### src/hdl/ddb_pkg.sv
// Shared constants and types for the command-decode / bank-control link.
// Assumes a single 125 MHz clock shared by both ends.
package ddb_pkg;
  // ----------------------------------------------------------------
  // Geometry
  // ----------------------------------------------------------------
  localparam int ADDR_W  = 13;
  localparam int BANK_W  = 2;
  localparam int BANKS   = 4;
  localparam int DATA_W  = 16;
  localparam int MASK_W  = 2;
  localparam int COL_HI  = 8;
  localparam int AP_BIT  = 10;
  localparam int COL_EXT = 11;
  // ----------------------------------------------------------------
  // Timing
  // ----------------------------------------------------------------
  localparam int CLK_PS          = 8000;
  localparam int REFI_NS         = 7800;
  localparam int REFI_CYC        = REFI_NS * 1000 / CLK_PS;
  localparam int REF_POST_MAX    = 8;
  localparam int DLL_LOCK_CYC    = 200;
  localparam int MODE_LOAD_NS    = 16;
  localparam int MODE_LOAD_CYC   = (MODE_LOAD_NS * 1000 + CLK_PS - 1) / CLK_PS;
  localparam int PRECHARGE_NS    = 20;
  localparam int PRECHARGE_CYC   = (PRECHARGE_NS * 1000 + CLK_PS - 1) / CLK_PS;
  localparam int BURST_CYC       = 2;
  localparam logic [BANK_W-1:0] MODE_BASE = 2'h0;
  localparam logic [BANK_W-1:0] MODE_EXT  = 2'h1;
  // ----------------------------------------------------------------
  // Command codes {cs_n, ras_n, cas_n, we_n}
  // ----------------------------------------------------------------
  localparam logic [3:0] CMD_NOP = 4'h7;
  localparam logic [3:0] CMD_ACT = 4'h3;
  localparam logic [3:0] CMD_RD  = 4'h5;
  localparam logic [3:0] CMD_WR  = 4'h4;
  localparam logic [3:0] CMD_BT  = 4'h6;
  localparam logic [3:0] CMD_PRE = 4'h2;
  localparam logic [3:0] CMD_REF = 4'h1;
  localparam logic [3:0] CMD_MRL = 4'h0;
  localparam logic [3:0] CMD_DES = 4'h8;
  typedef enum {DDB_NOP, DDB_ACT, DDB_RD, DDB_WR, DDB_BT, DDB_PRE, DDB_REF, DDB_SREF, DDB_MRL} ddb_cmd_e;
  typedef enum {BK_IDLE, BK_ACTIVE, BK_PRECHARGING} ddb_bank_e;
endpackage

### src/hdl/ddb_link_if.sv
// Command link between the controller end and the memory end.
// Assumes both ends run on the same core_clk.
`timescale 1ns/1ps
interface ddb_link_if;
  import ddb_pkg::*;
  logic              clkEn;
  logic              selN;
  logic              rowStrobeN;
  logic              colStrobeN;
  logic              writeEnN;
  logic [BANK_W-1:0] bankAddr;
  logic [ADDR_W-1:0] addr;
  logic [DATA_W-1:0] wrData;
  logic [MASK_W-1:0] writeDataMask;
  logic [DATA_W-1:0] rdData;
  logic              rdValid;
  modport ctrl (output clkEn, selN, rowStrobeN, colStrobeN, writeEnN, bankAddr, addr, wrData,
                writeDataMask, input rdData, rdValid);
  modport mem  (input clkEn, selN, rowStrobeN, colStrobeN, writeEnN, bankAddr, addr, wrData,
                writeDataMask, output rdData, rdValid);
endinterface

### src/hdl/ddb_mem_end.sv
// Memory end: decodes link commands, keeps per-bank state, small array.
// Assumes the controller end keeps its own timing obligations.
`timescale 1ns/1ps
// Contract
// - No-op changes no state
// - Mode load only when idle, then wait
// - Activate takes bank and row
// - Close bank before opening another row
// - Column from low address bits
// - Address bit ten selects per-access autoclose
// - Autoclose precharges at burst end
// - Mask high discards write byte
// - Precharge one or all banks
// - Precharged bank idle after recovery
// - Precharge to closed bank is no-op
// - Wait recovery after autoclose access
// - Truncate truncates latest read only
// - Refresh uses internal counter
// - At most eight refreshes postponed
// - Self refresh ignores inputs but enable
// - Loop off in self refresh, relock
// - Exit self refresh with no-ops
// - Basic command encodings
// - Further command encodings
// - Refresh meaning depends on enable
// - Mode load selects base or extended
// - Deselect executes nothing new
module ddb_mem_end #(
  parameter int COLS = 16
) (
  // Clock and reset
  input  wire logic                          core_clk,
  input  wire logic                          reset,
  // Link
  ddb_link_if.mem                            link,
  // Status
  output logic [ddb_pkg::BANKS-1:0]          bankOpen,
  output logic                               selfRefresh,
  output logic                               dllLocked,
  output logic [ddb_pkg::ADDR_W-1:0]         modeBase,
  output logic [ddb_pkg::ADDR_W-1:0]         modeExt,
  output logic [ddb_pkg::ADDR_W-1:0]         refreshRow
);
  import ddb_pkg::*;

  // ----------------------------------------------------------------
  // Command decode
  // ----------------------------------------------------------------
  function automatic ddb_cmd_e decode(input logic en, input logic [3:0] c);
    if (c[3]) return DDB_NOP;
    case (c)
      CMD_REF: return en ? DDB_REF : DDB_SREF;
      CMD_ACT: return en ? DDB_ACT : DDB_NOP;
      CMD_RD:  return en ? DDB_RD : DDB_NOP;
      CMD_WR:  return en ? DDB_WR : DDB_NOP;
      CMD_BT:  return en ? DDB_BT : DDB_NOP;
      CMD_PRE: return en ? DDB_PRE : DDB_NOP;
      CMD_MRL: return en ? DDB_MRL : DDB_NOP;
      default: return DDB_NOP;
    endcase
  endfunction

  logic [3:0] cmdBits;
  ddb_cmd_e   cmd;
  logic       active;
  assign cmdBits = {link.selN, link.rowStrobeN, link.colStrobeN, link.writeEnN};
  // Self refresh swallows everything; only the enable matters there
  assign active  = !selfRefresh;
  assign cmd     = active ? decode(link.clkEn, cmdBits) : DDB_NOP;

  // ----------------------------------------------------------------
  // Bank state
  // ----------------------------------------------------------------
  ddb_bank_e                      bankSt_q [BANKS];
  logic [ADDR_W-1:0]              openRow_q [BANKS];
  logic [3:0]                     bankCnt_q [BANKS];
  logic [BANKS-1:0]               autoClose_q;
  logic [$clog2(BURST_CYC+1)-1:0] burstCnt_q;
  logic [BANK_W-1:0]              burstBank_q;
  logic                           burstRead_q;
  logic                           burstOn_q;
  logic [ADDR_W-1:0]              burstCol_q;

  genvar b;
  generate
    for (b = 0; b < BANKS; b++) begin : g_bank
      logic hit;
      logic autoEnd;
      assign hit     = (link.bankAddr == BANK_W'(b)) || link.addr[AP_BIT];
      assign autoEnd = burstOn_q && burstCnt_q == 1 && burstBank_q == BANK_W'(b) && autoClose_q[b];
      assign bankOpen[b] = bankSt_q[b] == BK_ACTIVE;
      always_ff @(posedge core_clk) begin
        if (reset) begin
          bankSt_q[b]  <= BK_IDLE;
          openRow_q[b] <= '0;
          bankCnt_q[b] <= '0;
        end else begin
          case (bankSt_q[b])
            BK_IDLE: begin
              if (cmd == DDB_ACT && link.bankAddr == BANK_W'(b)) begin
                bankSt_q[b]  <= BK_ACTIVE;
                openRow_q[b] <= link.addr;
              end
            end
            BK_ACTIVE: begin
              if ((cmd == DDB_PRE && hit) || autoEnd) begin
                bankSt_q[b]  <= BK_PRECHARGING;
                bankCnt_q[b] <= 4'(PRECHARGE_CYC);
              end
            end
            BK_PRECHARGING: begin
              // Further precharges here fall through as no-ops
              bankCnt_q[b] <= bankCnt_q[b] - 4'h1;
              if (bankCnt_q[b] <= 4'h1) bankSt_q[b] <= BK_IDLE;
            end
            default: bankSt_q[b] <= BK_IDLE;
          endcase
        end
      end
    end
  endgenerate

  // ----------------------------------------------------------------
  // Bursts
  // ----------------------------------------------------------------
  logic accessOk;
  logic [ADDR_W-1:0] colAddr;
  assign accessOk = (cmd == DDB_RD || cmd == DDB_WR) && bankSt_q[link.bankAddr] == BK_ACTIVE;
  assign colAddr  = ADDR_W'(link.addr[COL_HI:0]);

  always_ff @(posedge core_clk) begin
    if (reset) begin
      burstOn_q   <= 1'b0;
      burstCnt_q  <= '0;
      burstBank_q <= '0;
      burstRead_q <= 1'b0;
      burstCol_q  <= '0;
      autoClose_q <= '0;
    end else if (accessOk) begin
      burstOn_q   <= 1'b1;
      burstCnt_q  <= ($bits(burstCnt_q))'(BURST_CYC);
      burstBank_q <= link.bankAddr;
      burstRead_q <= cmd == DDB_RD;
      burstCol_q  <= colAddr;
      autoClose_q[link.bankAddr] <= link.addr[AP_BIT];
    end else if (cmd == DDB_BT && burstRead_q && burstOn_q) begin
      burstOn_q <= 1'b0;
    end else if (burstOn_q) begin
      burstCnt_q <= burstCnt_q - 1'b1;
      burstCol_q <= burstCol_q + 1'b1;
      if (burstCnt_q == 1) begin
        burstOn_q <= 1'b0;
        autoClose_q[burstBank_q] <= 1'b0;
      end
    end
  end

  // ----------------------------------------------------------------
  // Storage: one word per bank and column; rows are folded away
  // ----------------------------------------------------------------
  logic [DATA_W-1:0] mem_q [BANKS*COLS];
  logic [$clog2(BANKS*COLS)-1:0] memIdx;
  assign memIdx = {burstBank_q, burstCol_q[$clog2(COLS)-1:0]};

  always_ff @(posedge core_clk) begin
    if (burstOn_q && !burstRead_q) begin
      for (int i = 0; i < MASK_W; i++) begin
        if (!link.writeDataMask[i]) mem_q[memIdx][i*8 +: 8] <= link.wrData[i*8 +: 8];
      end
    end
  end

  always_ff @(posedge core_clk) begin
    if (reset) begin
      link.rdData  <= '0;
      link.rdValid <= 1'b0;
    end else begin
      link.rdValid <= burstOn_q && burstRead_q;
      link.rdData  <= (burstOn_q && burstRead_q) ? mem_q[memIdx] : '0;
    end
  end

  // ----------------------------------------------------------------
  // Mode registers, refresh, self refresh
  // ----------------------------------------------------------------
  always_ff @(posedge core_clk) begin
    if (reset) begin
      modeBase <= '0;
      modeExt  <= '0;
    end else if (cmd == DDB_MRL) begin
      if (link.bankAddr == MODE_BASE) modeBase <= link.addr;
      else if (link.bankAddr == MODE_EXT) modeExt <= link.addr;
    end
  end

  logic [7:0] dllCnt_q;
  always_ff @(posedge core_clk) begin
    if (reset) begin
      refreshRow  <= '0;
      selfRefresh <= 1'b0;
      dllLocked   <= 1'b1;
      dllCnt_q    <= '0;
    end else begin
      if (cmd == DDB_REF) refreshRow <= refreshRow + 1'b1;
      if (cmd == DDB_SREF) begin
        selfRefresh <= 1'b1;
        dllLocked   <= 1'b0;
      end else if (selfRefresh && link.clkEn) begin
        selfRefresh <= 1'b0;
        dllCnt_q    <= 8'(DLL_LOCK_CYC);
      end else if (!selfRefresh && !dllLocked) begin
        dllCnt_q <= dllCnt_q - 8'h1;
        if (dllCnt_q <= 8'h1) dllLocked <= 1'b1;
      end
      if (selfRefresh && !link.clkEn) refreshRow <= refreshRow + 1'b1;
    end
  end
endmodule

### src/flat_wrapper.sv
// flat-port wrapper written by rule: the top's interface ports become plain ports
module ddb_mem_end_flat import ddb_pkg::*;
#(
  parameter int COLS = 16
)
  (core_clk, reset, bankOpen, selfRefresh, dllLocked, modeBase, modeExt, refreshRow, link_clkEn, link_selN, link_rowStrobeN, link_colStrobeN, link_writeEnN, link_bankAddr, link_addr, link_wrData, link_writeDataMask, link_rdData, link_rdValid);
  ddb_link_if link_i ();
  input  wire logic core_clk;
  input  wire logic reset;
  output logic [ddb_pkg::BANKS-1:0] bankOpen;
  output logic selfRefresh;
  output logic dllLocked;
  output logic [ddb_pkg::ADDR_W-1:0] modeBase;
  output logic [ddb_pkg::ADDR_W-1:0] modeExt;
  output logic [ddb_pkg::ADDR_W-1:0] refreshRow;
  input wire logic [$bits(link_i.clkEn)-1:0] link_clkEn;
  input wire logic [$bits(link_i.selN)-1:0] link_selN;
  input wire logic [$bits(link_i.rowStrobeN)-1:0] link_rowStrobeN;
  input wire logic [$bits(link_i.colStrobeN)-1:0] link_colStrobeN;
  input wire logic [$bits(link_i.writeEnN)-1:0] link_writeEnN;
  input wire logic [$bits(link_i.bankAddr)-1:0] link_bankAddr;
  input wire logic [$bits(link_i.addr)-1:0] link_addr;
  input wire logic [$bits(link_i.wrData)-1:0] link_wrData;
  input wire logic [$bits(link_i.writeDataMask)-1:0] link_writeDataMask;
  output wire logic [$bits(link_i.rdData)-1:0] link_rdData;
  output wire logic [$bits(link_i.rdValid)-1:0] link_rdValid;
  assign link_i.clkEn = link_clkEn;
  assign link_i.selN = link_selN;
  assign link_i.rowStrobeN = link_rowStrobeN;
  assign link_i.colStrobeN = link_colStrobeN;
  assign link_i.writeEnN = link_writeEnN;
  assign link_i.bankAddr = link_bankAddr;
  assign link_i.addr = link_addr;
  assign link_i.wrData = link_wrData;
  assign link_i.writeDataMask = link_writeDataMask;
  assign link_rdData = link_i.rdData;
  assign link_rdValid = link_i.rdValid;
  ddb_mem_end #(.COLS(COLS)) u_core (.core_clk(core_clk), .reset(reset), .link(link_i), .bankOpen(bankOpen), .selfRefresh(selfRefresh), .dllLocked(dllLocked), .modeBase(modeBase), .modeExt(modeExt), .refreshRow(refreshRow));
endmodule
### config.mk
export PLATFORM = sky130hd
export DESIGN_NAME = ddb_mem_end_flat
export DESIGN_NICKNAME = d
export VERILOG_FILES = /design/src/hdl/ddb_pkg.sv /design/src/hdl/ddb_link_if.sv /design/src/hdl/ddb_mem_end.sv /design/src/flat_wrapper.sv
export SDC_FILE = /design/constraint.sdc
export NUM_CORES = 1
export LEC_CHECK = 0
export BUFFER_PORTS_ARGS = -buffer_cell sky130_fd_sc_hd__buf_4
export CAP_MARGIN = 30
export CORE_MARGIN = 2
export CORE_UTILIZATION = 32
export DETAILED_ROUTE_END_ITERATION = 7
export HOLD_SLACK_MARGIN = 0.05
export RECOVER_POWER = 25
export SLEW_MARGIN = 20
export SYNTH_ARGS = -nofsm -noshare
export SYNTH_HDL_FRONTEND = slang
export SYNTH_SLANG_ARGS = --single-unit
### constraint.sdc
create_clock -name core_clk -period 2.6 [get_ports core_clk]
set_input_delay 0.65 -clock core_clk [delete_from_list [all_inputs] [get_ports core_clk]]
set_output_delay 0.65 -clock core_clk [all_outputs]
set_load 0.005 [all_outputs]
==> impl_summary.txt, run 1 <==
----------------------------------------------------
[Global routing]
  Pin count of the biggest net entering global routing ... between 60 and 70
  Initial antenna violation count ... 5
  Number of global-route vias before repair ... 26100
  Combined global-route utilization of all metal layers ... 18.2%
  GRT Residual Overflow ... 0
  Wire length of the first global-routing pass ... 189 mm

[Drt]
  DR pass1 iterations ... 6
  Routed WL per cell ... about 26 um
  1st-iter DRT viols ... 3378
  Number of nets with antenna violations after routing ... 0
  Total via count in the routed design ... approximately 27000
  Drt total wl ... 131 mm
  Detailed-route DRC error count ... 0
  Routed vias/inst ... 5.42

[Run]
  Count of max-cap constraint violations ... 1

[Logic synthesis]
  Synth warn ... 0
  Area share of the leading cell type in the synthesized netlist ... 71.1%
  Syn Area/Cell ... 16.7 um2
  FF+latch count, synth ... ~1100
  Unique masters post-synth ... 78
  Sequential area share after synthesis ... approximately three quarters
  Commonest register cell after synthesis ... edfxtp_1
  Proportion of register bits with asynchronous set or reset after synthesis ... 0%
  Cell area after synthesis ... 0.0443 mm2
  Synth Instances ... around 2600
  Top cells by area in the synthesized netlist ... edfxtp_1 71%, mux4_2 4.4%, dfxtp_1 3.6%
  Cell type contributing the most total cell area after synthesis ... edfxtp_1
  Number of synthesized flops with an enable pin ... about 1000
  Syn nets ... 2699

[STA]
  Worst rel slew slack ... -0.463%
  Final period demand of the worst path ... 2.63 ns
  Unrepaired setup endpoints after global routing ... true
  Post-route clock period utilization ... 101%
  Worst hold margin ... 0.194 ns
  Count of final max-slew check failures ... around 110
  Clock Skew ... around 0.031 ns
  Setup-failing EPs final ... 1
  Setup total negative slack ... -0.0282 ns
  Highest attainable clock frequency ... ~380 MHz
  Transition time at the pin with the least slew margin ... roughly 1.5 ns
  Final-report hold violation count ... 0
  Final critical-path setup slack ... -0.0282 ns

[Power]
  Leak ... 17.6 nW
  Pwr Density ... 677 mW/mm2
  VDD IR-drop max ... 0.502 mV

[Placed design]
  HPWL after DPL ... 85.0 mm
  Instance area at placement ... 0.0498 mm2
  Last weighted congestion value of the routability-driven placer ... 0.902
  Port Buf Inserts ... 101

[Clock network]
  Register clock-pin slew on the reported worst setup and hold paths ... approximately 0.060 ns
  Root buffer cell ... clkbuf_16
  Number of buffers inserted by hold repair at cts ... 0
  Number of buffers created by CTS ... 113
  Clock network latency to the later pin of the worst-skew pair ... 0.71 ns
  Number of buffers on the longest clock path ... 3
  Maximum level of the CTS H-tree ... 3
  Clock tree from TritonCTS ... done
  CTS sink count ... 1128

[Floorplanning]
  Die area ... 0.141 mm2
  Boundary Pins ... 102
  Die boundary height ... 376 um
  Area inside the core boundary ... 0.137 mm2
  Initial standard-cell utilization of the core ... 32.2%
  Die X-Extent ... 376 um
  # rows ... 136

[Final layout]
  Final non-filler cell area ... 0.0534 mm2
  Post-synthesis to final-layout area growth ... 20.5%
  Layout cell share with drive strength beyond 1 ... 26.2%
  Finished Core Util ... 38.9%
  Nets@finish ... 3132

[Setup path]
  Element type at the critical path end ... flop
  Arrival time reported for the critical path endpoint ... 3.19 ns
  Maximum fanout count along the critical path ... 16
  Critical setup path kind ... reg2reg
  Worst path required time ... 3.16 ns
  CP Launch Type ... flop
  R2r setup slk ... -0.03 ns

[Outcome]
  Failing checks ... max-capacitance violations, max-slew violations, negative setup slack
  Outcome ... complete, but fails checks

[Hold path]
  Classification of the worst-slack hold path ... in2reg

----------------------------------------------------
==> synth_stat cells (all sizes together), types with 28 or more instances <==
cell type and n:
mux2i 147, nand2 89, nor2 256, clkbuf 69, mux2 65, a31oi 30, mux4 87, nand3 28
buf 96, a221oi 87, a22oi 70, o22ai 48, dfxtp 80, edfxtp 1048, o21ai 66, a21oi 73
==> stage by stage <==
| step | setup WS [ns] | total power [mW] | std cells |
|---|---|---|---|
| 2_1_floorplan | 0.0604 | 20.6 | 2646 |
| 3_3_place_gp | -0.315 | 21.1 | 4752 |
| 3_5_place_dp | -0.326 | 21.2 | 4752 |
| 4_1_cts | 0.0214 | 36.4 | 4964 |
| 5_1_grt | -0.0283 | 37.1 | 4965 |
| 6_report | -0.0282 | 36.1 | 4968 |
==> per-layer routing <==
layer | share of wire, % | track usage (%) | wire (um) | vias up
met5 | 0.0061 | 0 | 8 | -
met4 | 3.2 | 6.42 | 4250 | 2
met3 | 9.1 | 3.45 | 11900 | 231
met2 | 46 | 28.3 | 60000 | 1371
met1 | 42 | 25.5 | 55200 | 13900
li1 | - | - | - | 11500
==> registers in the layout, summed over array words and instances (netlist names), 8 cells and up <==
name,flops
u_core.link.rdData,16
u_core.mem_q,1024
u_core.bankSt_q,8
u_core.modeBase,13
u_core.dllCnt_q,8
u_core.modeExt,13
u_core.refreshRow,13
u_core.bankCnt_q,16
==> layout make-up <==
type,count,area [um2]
fillers,12500,84000
clock buffers,163,3160
well taps,1794,2240
diodes,4,10.0
repair buffers,483,4000
multi-input cells,1324,10500
clock inverters,43,292
flip-flops and latches,1128,33100
inverters,29,110
==> power breakdown <==
| part | switching, mW | internal, mW | total, mW |
|---|---|---|---|
| registers | 0.0301 | 19.9 | 19.9 |
| logic | 0.629 | 0.259 | 0.888 |
| clock network | 6.84 | 8.53 | 15.4 |
| total | 7.49 | 28.6 | 36.1 |
==> cells by family (layout without fill, tap and decap cells) <==
group	after synthesis	count (layout)	share of synthesized area, %
flops	1128	1128	74.7
compound gates	501	501	8.18
simple gates	485	485	4.91
mux	299	299	9.40
buf+inv	194	718	1.93
xor+xnor	26	26	0.514
fa+ha+maj	13	13	0.367
other cells	0	4	0
==> final timing paths <==
kind,from,end,depth (start not counted)
worst min register to register,u_core.autoClose_q[0],u_core.autoClose_q[0],2
worst max register to register,u_core.burstCol_q[0],u_core.link.rdData[13],9
worst max-delay path,u_core.burstCol_q[0],u_core.link.rdData[13],9
worst min-delay path,link_addr[12],u_core.modeBase[12],3
==> critical path, stage by stage, from the launching register on <==
cell and delay [ns]:
dfxtp_4 0.38, buf_12 0.17, or2_2 0.34, nor2_1 0.23, buf_4 0.18, buf_4 0.21, a22oi_1 0.13, a31oi_2 0.33
nor3_4 0.12, a41oi_1 0.39
==> placed cells by master (no fill, tap or decap), types with 10 or more instances in the layout <==
cell / count
buf_12: 32
clkbuf_8: 12
a221o_1: 23
o2bb2ai_1: 10
o21ai_0: 60
a22oi_1: 70
mux2i_1: 146
nand3_1: 28
mux4_2: 87
clkinv_2: 19
clkbuf_1: 35
clkinv_1: 14
nor2_1: 253
a31oi_1: 28
a221oi_1: 87
a22o_1: 22
nor3_1: 22
o22ai_1: 48
buf_4: 434
clkbuf_16: 114
clkbuf_2: 17
xnor2_1: 20
inv_1: 25
nand2b_1: 14
edfxtp_1: 1048
a21oi_1: 73
nand2_1: 89
dfxtp_1: 77
mux2_2: 65
ha_1: 13
==> timing repair <==
| item | 4_1_cts | 5_1_grt |
|---|---|---|
| buffers inserted | 6 | 0 |
| pin swaps | 0 | 1 |
| gates resized for setup | 7 | 9 |
| setup endpoints to repair | 5 | 8 |
No activity file was read; power rests on OpenSTA's default activity.
==> run 2, diff against run 1 <==
--- a/config.mk
+++ b/config.mk
@@ -7,11 +7,14 @@
 export LEC_CHECK = 0
 export BUFFER_PORTS_ARGS = -buffer_cell sky130_fd_sc_hd__buf_4
 export CAP_MARGIN = 30
+export CELL_PAD_IN_SITES_DETAIL_PLACEMENT = 1
+export CELL_PAD_IN_SITES_GLOBAL_PLACEMENT = 1
 export CORE_MARGIN = 2
 export CORE_UTILIZATION = 32
 export DETAILED_ROUTE_END_ITERATION = 7
 export HOLD_SLACK_MARGIN = 0.05
-export RECOVER_POWER = 25
+export PLACE_DENSITY_LB_ADDON = 0.1
+export RECOVER_POWER = 50
 export SLEW_MARGIN = 20
 export SYNTH_ARGS = -nofsm -noshare
 export SYNTH_HDL_FRONTEND = slang
==> constraint.sdc (replaced) <==
create_clock -name core_clk -period 2.7 [get_ports core_clk]
set_input_delay 0.675 -clock core_clk [delete_from_list [all_inputs] [get_ports core_clk]]
set_output_delay 0.675 -clock core_clk [all_outputs]
set_load 0.005 [all_outputs]
==> run 2 against run 1 <==
Effect of this change:
- the run ends with max-capacitance violations, max-slew violations left
- largest cell class unchanged
- register-to-register slack better by 0.06 ns
- critical path depth is 2 lower
- core utilization is 0.36 points higher
- die area stayed put
- first-iteration DRC count is 19% lower
- clock skew is 0.0079 ns lower
- combinational power is 2% higher
- flip-flop and latch count stayed put
==> impl_summary.txt, run 2 (same netlist as run 1, synthesis figures left out) <==
----------------------------------------------------
[STA]
  Setup total negative slack ... 0 ns (+0.0282 ns)
  Transition time at the pin with the least slew margin ... 1.66 ns (+0.154 ns)
  Unrepaired setup endpoints after global routing ... true
  Final-report hold violation count ... 0 (unchanged)
  Highest attainable clock frequency ... 375 MHz (-1.5%)
  Count of final max-slew check failures ... 952 (+790%)
  Post-route clock period utilization ... 98.9% (-2.2 points)
  Clock Skew ... 0.0226 ns (-0.00792 ns)
  Final period demand of the worst path ... 2.67 ns (+0.0409 ns)
  Final critical-path setup slack ... 0.0309 ns (+0.0591 ns)
  Setup-failing EPs final ... 0 (-1)
  Worst rel slew slack ... -10.7% (-10 points)

[Global routing]
  GRT busiest layer ... met2
  Wire length of the first global-routing pass ... 219 mm (+16%)
  GRT Residual Overflow ... 0 (unchanged)
  Initial antenna violation count ... 6 (+1)
  Met3 Track Usage GR ... 4.68% (+1.2 points)
  Global routing met2 resource utilization ... 34.8% (+6.5 points)
  Pin count of the biggest net entering global routing ... 66 (+1.5%)
  Fraction of met1 tracks used by global routing ... 30.2% (+4.7 points)
  Number of global-route vias before repair ... 28500 (+9.3%)
  Combined global-route utilization of all metal layers ... 21.9% (+3.7 points)

[Placed design]
  HPWL after DPL ... 99.6 mm (+17%)
  Dpl cells ... 4733 (-0.40%)
  Last weighted congestion value of the routability-driven placer ... 0.834 (-7.5%)
  Worst slack at placement ... -0.122 ns (+0.204 ns)
  Port Buf Inserts ... 101 (unchanged)

[Clock network]
  Clock network latency to the later pin of the worst-skew pair ... 0.78 ns (+0.07 ns)
  Clock tree from TritonCTS ... done
  CTS sink count ... 1128 (unchanged)
  Register clock-pin slew on the reported worst setup and hold paths ... 0.06 ns (about the same)
  Maximum level of the CTS H-tree ... 4 (+1)
  Number of buffers inserted by hold repair at cts ... 0 (unchanged)
  Root buffer cell ... clkbuf_16
  Number of buffers created by CTS ... 131 (+16%)
  Number of buffers on the longest clock path ... 3 (unchanged)

[Final layout]
  Fill cell instance count of the final layout ... 13600 (+8.2%)
  Largest registers ... u_core.mem_q: 1024 flops, u_core.bankCnt_q: 16 flops, u_core.link.rdData: 16 flops
  Max FFs per register ... 1024 (unchanged)
  Antenna cell count ... 0 (-4)
  Post-synthesis to final-layout area growth ... 21.6%
  Leading cell type in the layout, fill and taps excluded ... edfxtp_1
  Multi-input combinational cell area ... 0.0104 mm2 (-0.47%)
  Finished Core Util ... 39.2% (+0.36 points)
  Nets@finish ... 3135 (+0.096%)
  Top library cells by usage in the layout, fill and taps aside ... 1048 x edfxtp_1, 361 x buf_4, 252 x nor2_1
  Register with the highest flop count ... u_core.mem_q
  Final standard cell count with taps included and fillers excluded ... 4979 (+0.22%)
  Sequential cell area ... 0.0331 mm2 (unchanged)
  Layout cell share with drive strength beyond 1 ... 25.9% (-0.37 points)

[Floorplanning]
  Die boundary height ... 376 um (unchanged)
  Die X-Extent ... 376 um (unchanged)
  Die area ... 0.141 mm2 (unchanged)
  Boundary Pins ... 102 (unchanged)
  Area inside the core boundary ... 0.137 mm2 (unchanged)
  Initial standard-cell utilization of the core ... 32.2% (unchanged)
  # rows ... 136 (unchanged)

[Power]
  Sw Ratio ... 21.2% (+0.46 points)
  Leak ... 17.8 nW (+1.1%)
  Combinational power share ... 2.4% (about the same)
  VDD IR-drop max ... 0.457 mV (-9.0%)
  Part of the total power dissipated in the clock network ... 46.2% (+3.7 points)
  Pwr Density ... 692 mW/mm2 (+2.2%)
  Cell-internal power ... 29.4 mW (+2.6%)
  Post-layout total power ... 37.3 mW (+3.1%)
  Share of total power in sequential cells ... 51.4% (-3.6 points)
  Net switching power ... 7.90 mW (+5.4%)

[Setup path]
  Biggest cell delay along the critical path ... 0.48 ns (+0.09 ns)
  Family with the most delay on the worst path ... compound AO/OA/AOI/OAI gates
  Maximum fanout count along the critical path ... 24 (+8)
  Most common cell type on the critical path ... buf_12
  Chain of cells forming the critical path ... buf_12 -> buf_12 -> mux2_2 -> a221oi_2 -> o22ai_1 -> a2111oi_1 -> a31oi_1
  Element type at the critical path end ... flop
  Worst path required time ... 3.33 ns (+0.17 ns)
  Critical setup path kind ... reg2reg
  CP Launch Type ... flop
  Arrival time reported for the critical path endpoint ... 3.30 ns (+0.11 ns)
  Crit path buffers/inverters ... 2 (-1)
  Slowest cell on the critical path ... dfxtp_4

[Outcome]
  Failing checks ... max-capacitance violations, max-slew violations
  Outcome ... complete, but fails checks

[Hold path]
  Classification of the worst-slack hold path ... in2reg

[Drt]
  Routed vias/inst ... 5.44 (+0.32%)
  Routed WL per cell ... 31.0 um (+17%)
  Number of nets with antenna violations after routing ... 0 (unchanged)
  DR pass1 iterations ... 7 (+1)
  Total via count in the routed design ... 27100 (+0.54%)
  Detailed-route DRC error count ... 0 (unchanged)
  Drt total wl ... 154 mm (+17%)
  1st-iter DRT viols ... 2748 (-19%)

[Run]
  Count of max-cap constraint violations ... 14 (+13)

----------------------------------------------------
[run 2: power groups by stage]
stage / combinational (mW) / clock (mW) / sequential (mW)
floorplan: 0.321 / 0 / 19.5
global placement: 0.895 / 0 / 19.5
detailed placement: 0.926 / 0 / 19.5
CTS: 0.929 / 17.7 / 19.1
global route: 0.978 / 18.3 / 19.2
finish: 0.905 / 17.2 / 19.2
[run 2: worst min-delay path: cells and delay by family]
family	cells	cell delay, ns
buffers and inverters	1	0.09
muxes	1	0.06
and+or+nand+nor	1	0.07
[run 2: timing repair]
item / 4_1_cts / 5_1_grt
setup buffers: 1 / 9
endpoints found under the setup margin: 4 / 22
cloned: 0 / 0
gates resized for setup: 5 / 8
pin swaps: 0 / 2
[run 2: per-layer routing]
metal	share of wire, %	wire, um	up-vias
met4	2.5	3790	2
li1	-	-	11500
met5	0.0045	7	-
met1	44	68500	14400
met3	6.5	10000	199
met2	47	71900	951
[run 2: final cells by class]
| class | count | share of cell area (%) |
|---|---|---|
| Multi-Input combinational cell | 1324 | 19.3 |
| Timing Repair Buffer | 468 | 7.22 |
| Tap cell | 1794 | 4.17 |
| Clock buffer | 174 | 6.64 |
| Inverter | 29 | 0.204 |
| Sequential cell | 1128 | 61.4 |
| Clock inverter | 62 | 0.999 |
[run 2: path summary, 6_finish.rpt]
| path | from | end | slack [ns] | cells after the start |
|---|---|---|---|---|
| max reg2reg | u_core.burstCol_q[1] | u_core.link.rdData[8] | 0.03 | 7 |
| min reg2reg | u_core.autoClose_q[0] | u_core.autoClose_q[0] | 0.49 | 2 |
| max | u_core.burstCol_q[1] | u_core.link.rdData[8] | 0.03 | 7 |
| min | link_addr[6] | u_core.modeExt[6] | 0.17 | 3 |
[run 2: stage by stage]
| step | hold slack (ns) | area, um2 |
|---|---|---|
| after floorplan | 0.448 | 44300 |
| after global placement | 0.460 | 49700 |
| after detailed placement | 0.485 | 49700 |
| after CTS | 0.100 | 53900 |
| after global routing | 0.144 | 53900 |
| final | 0.166 | 53900 |
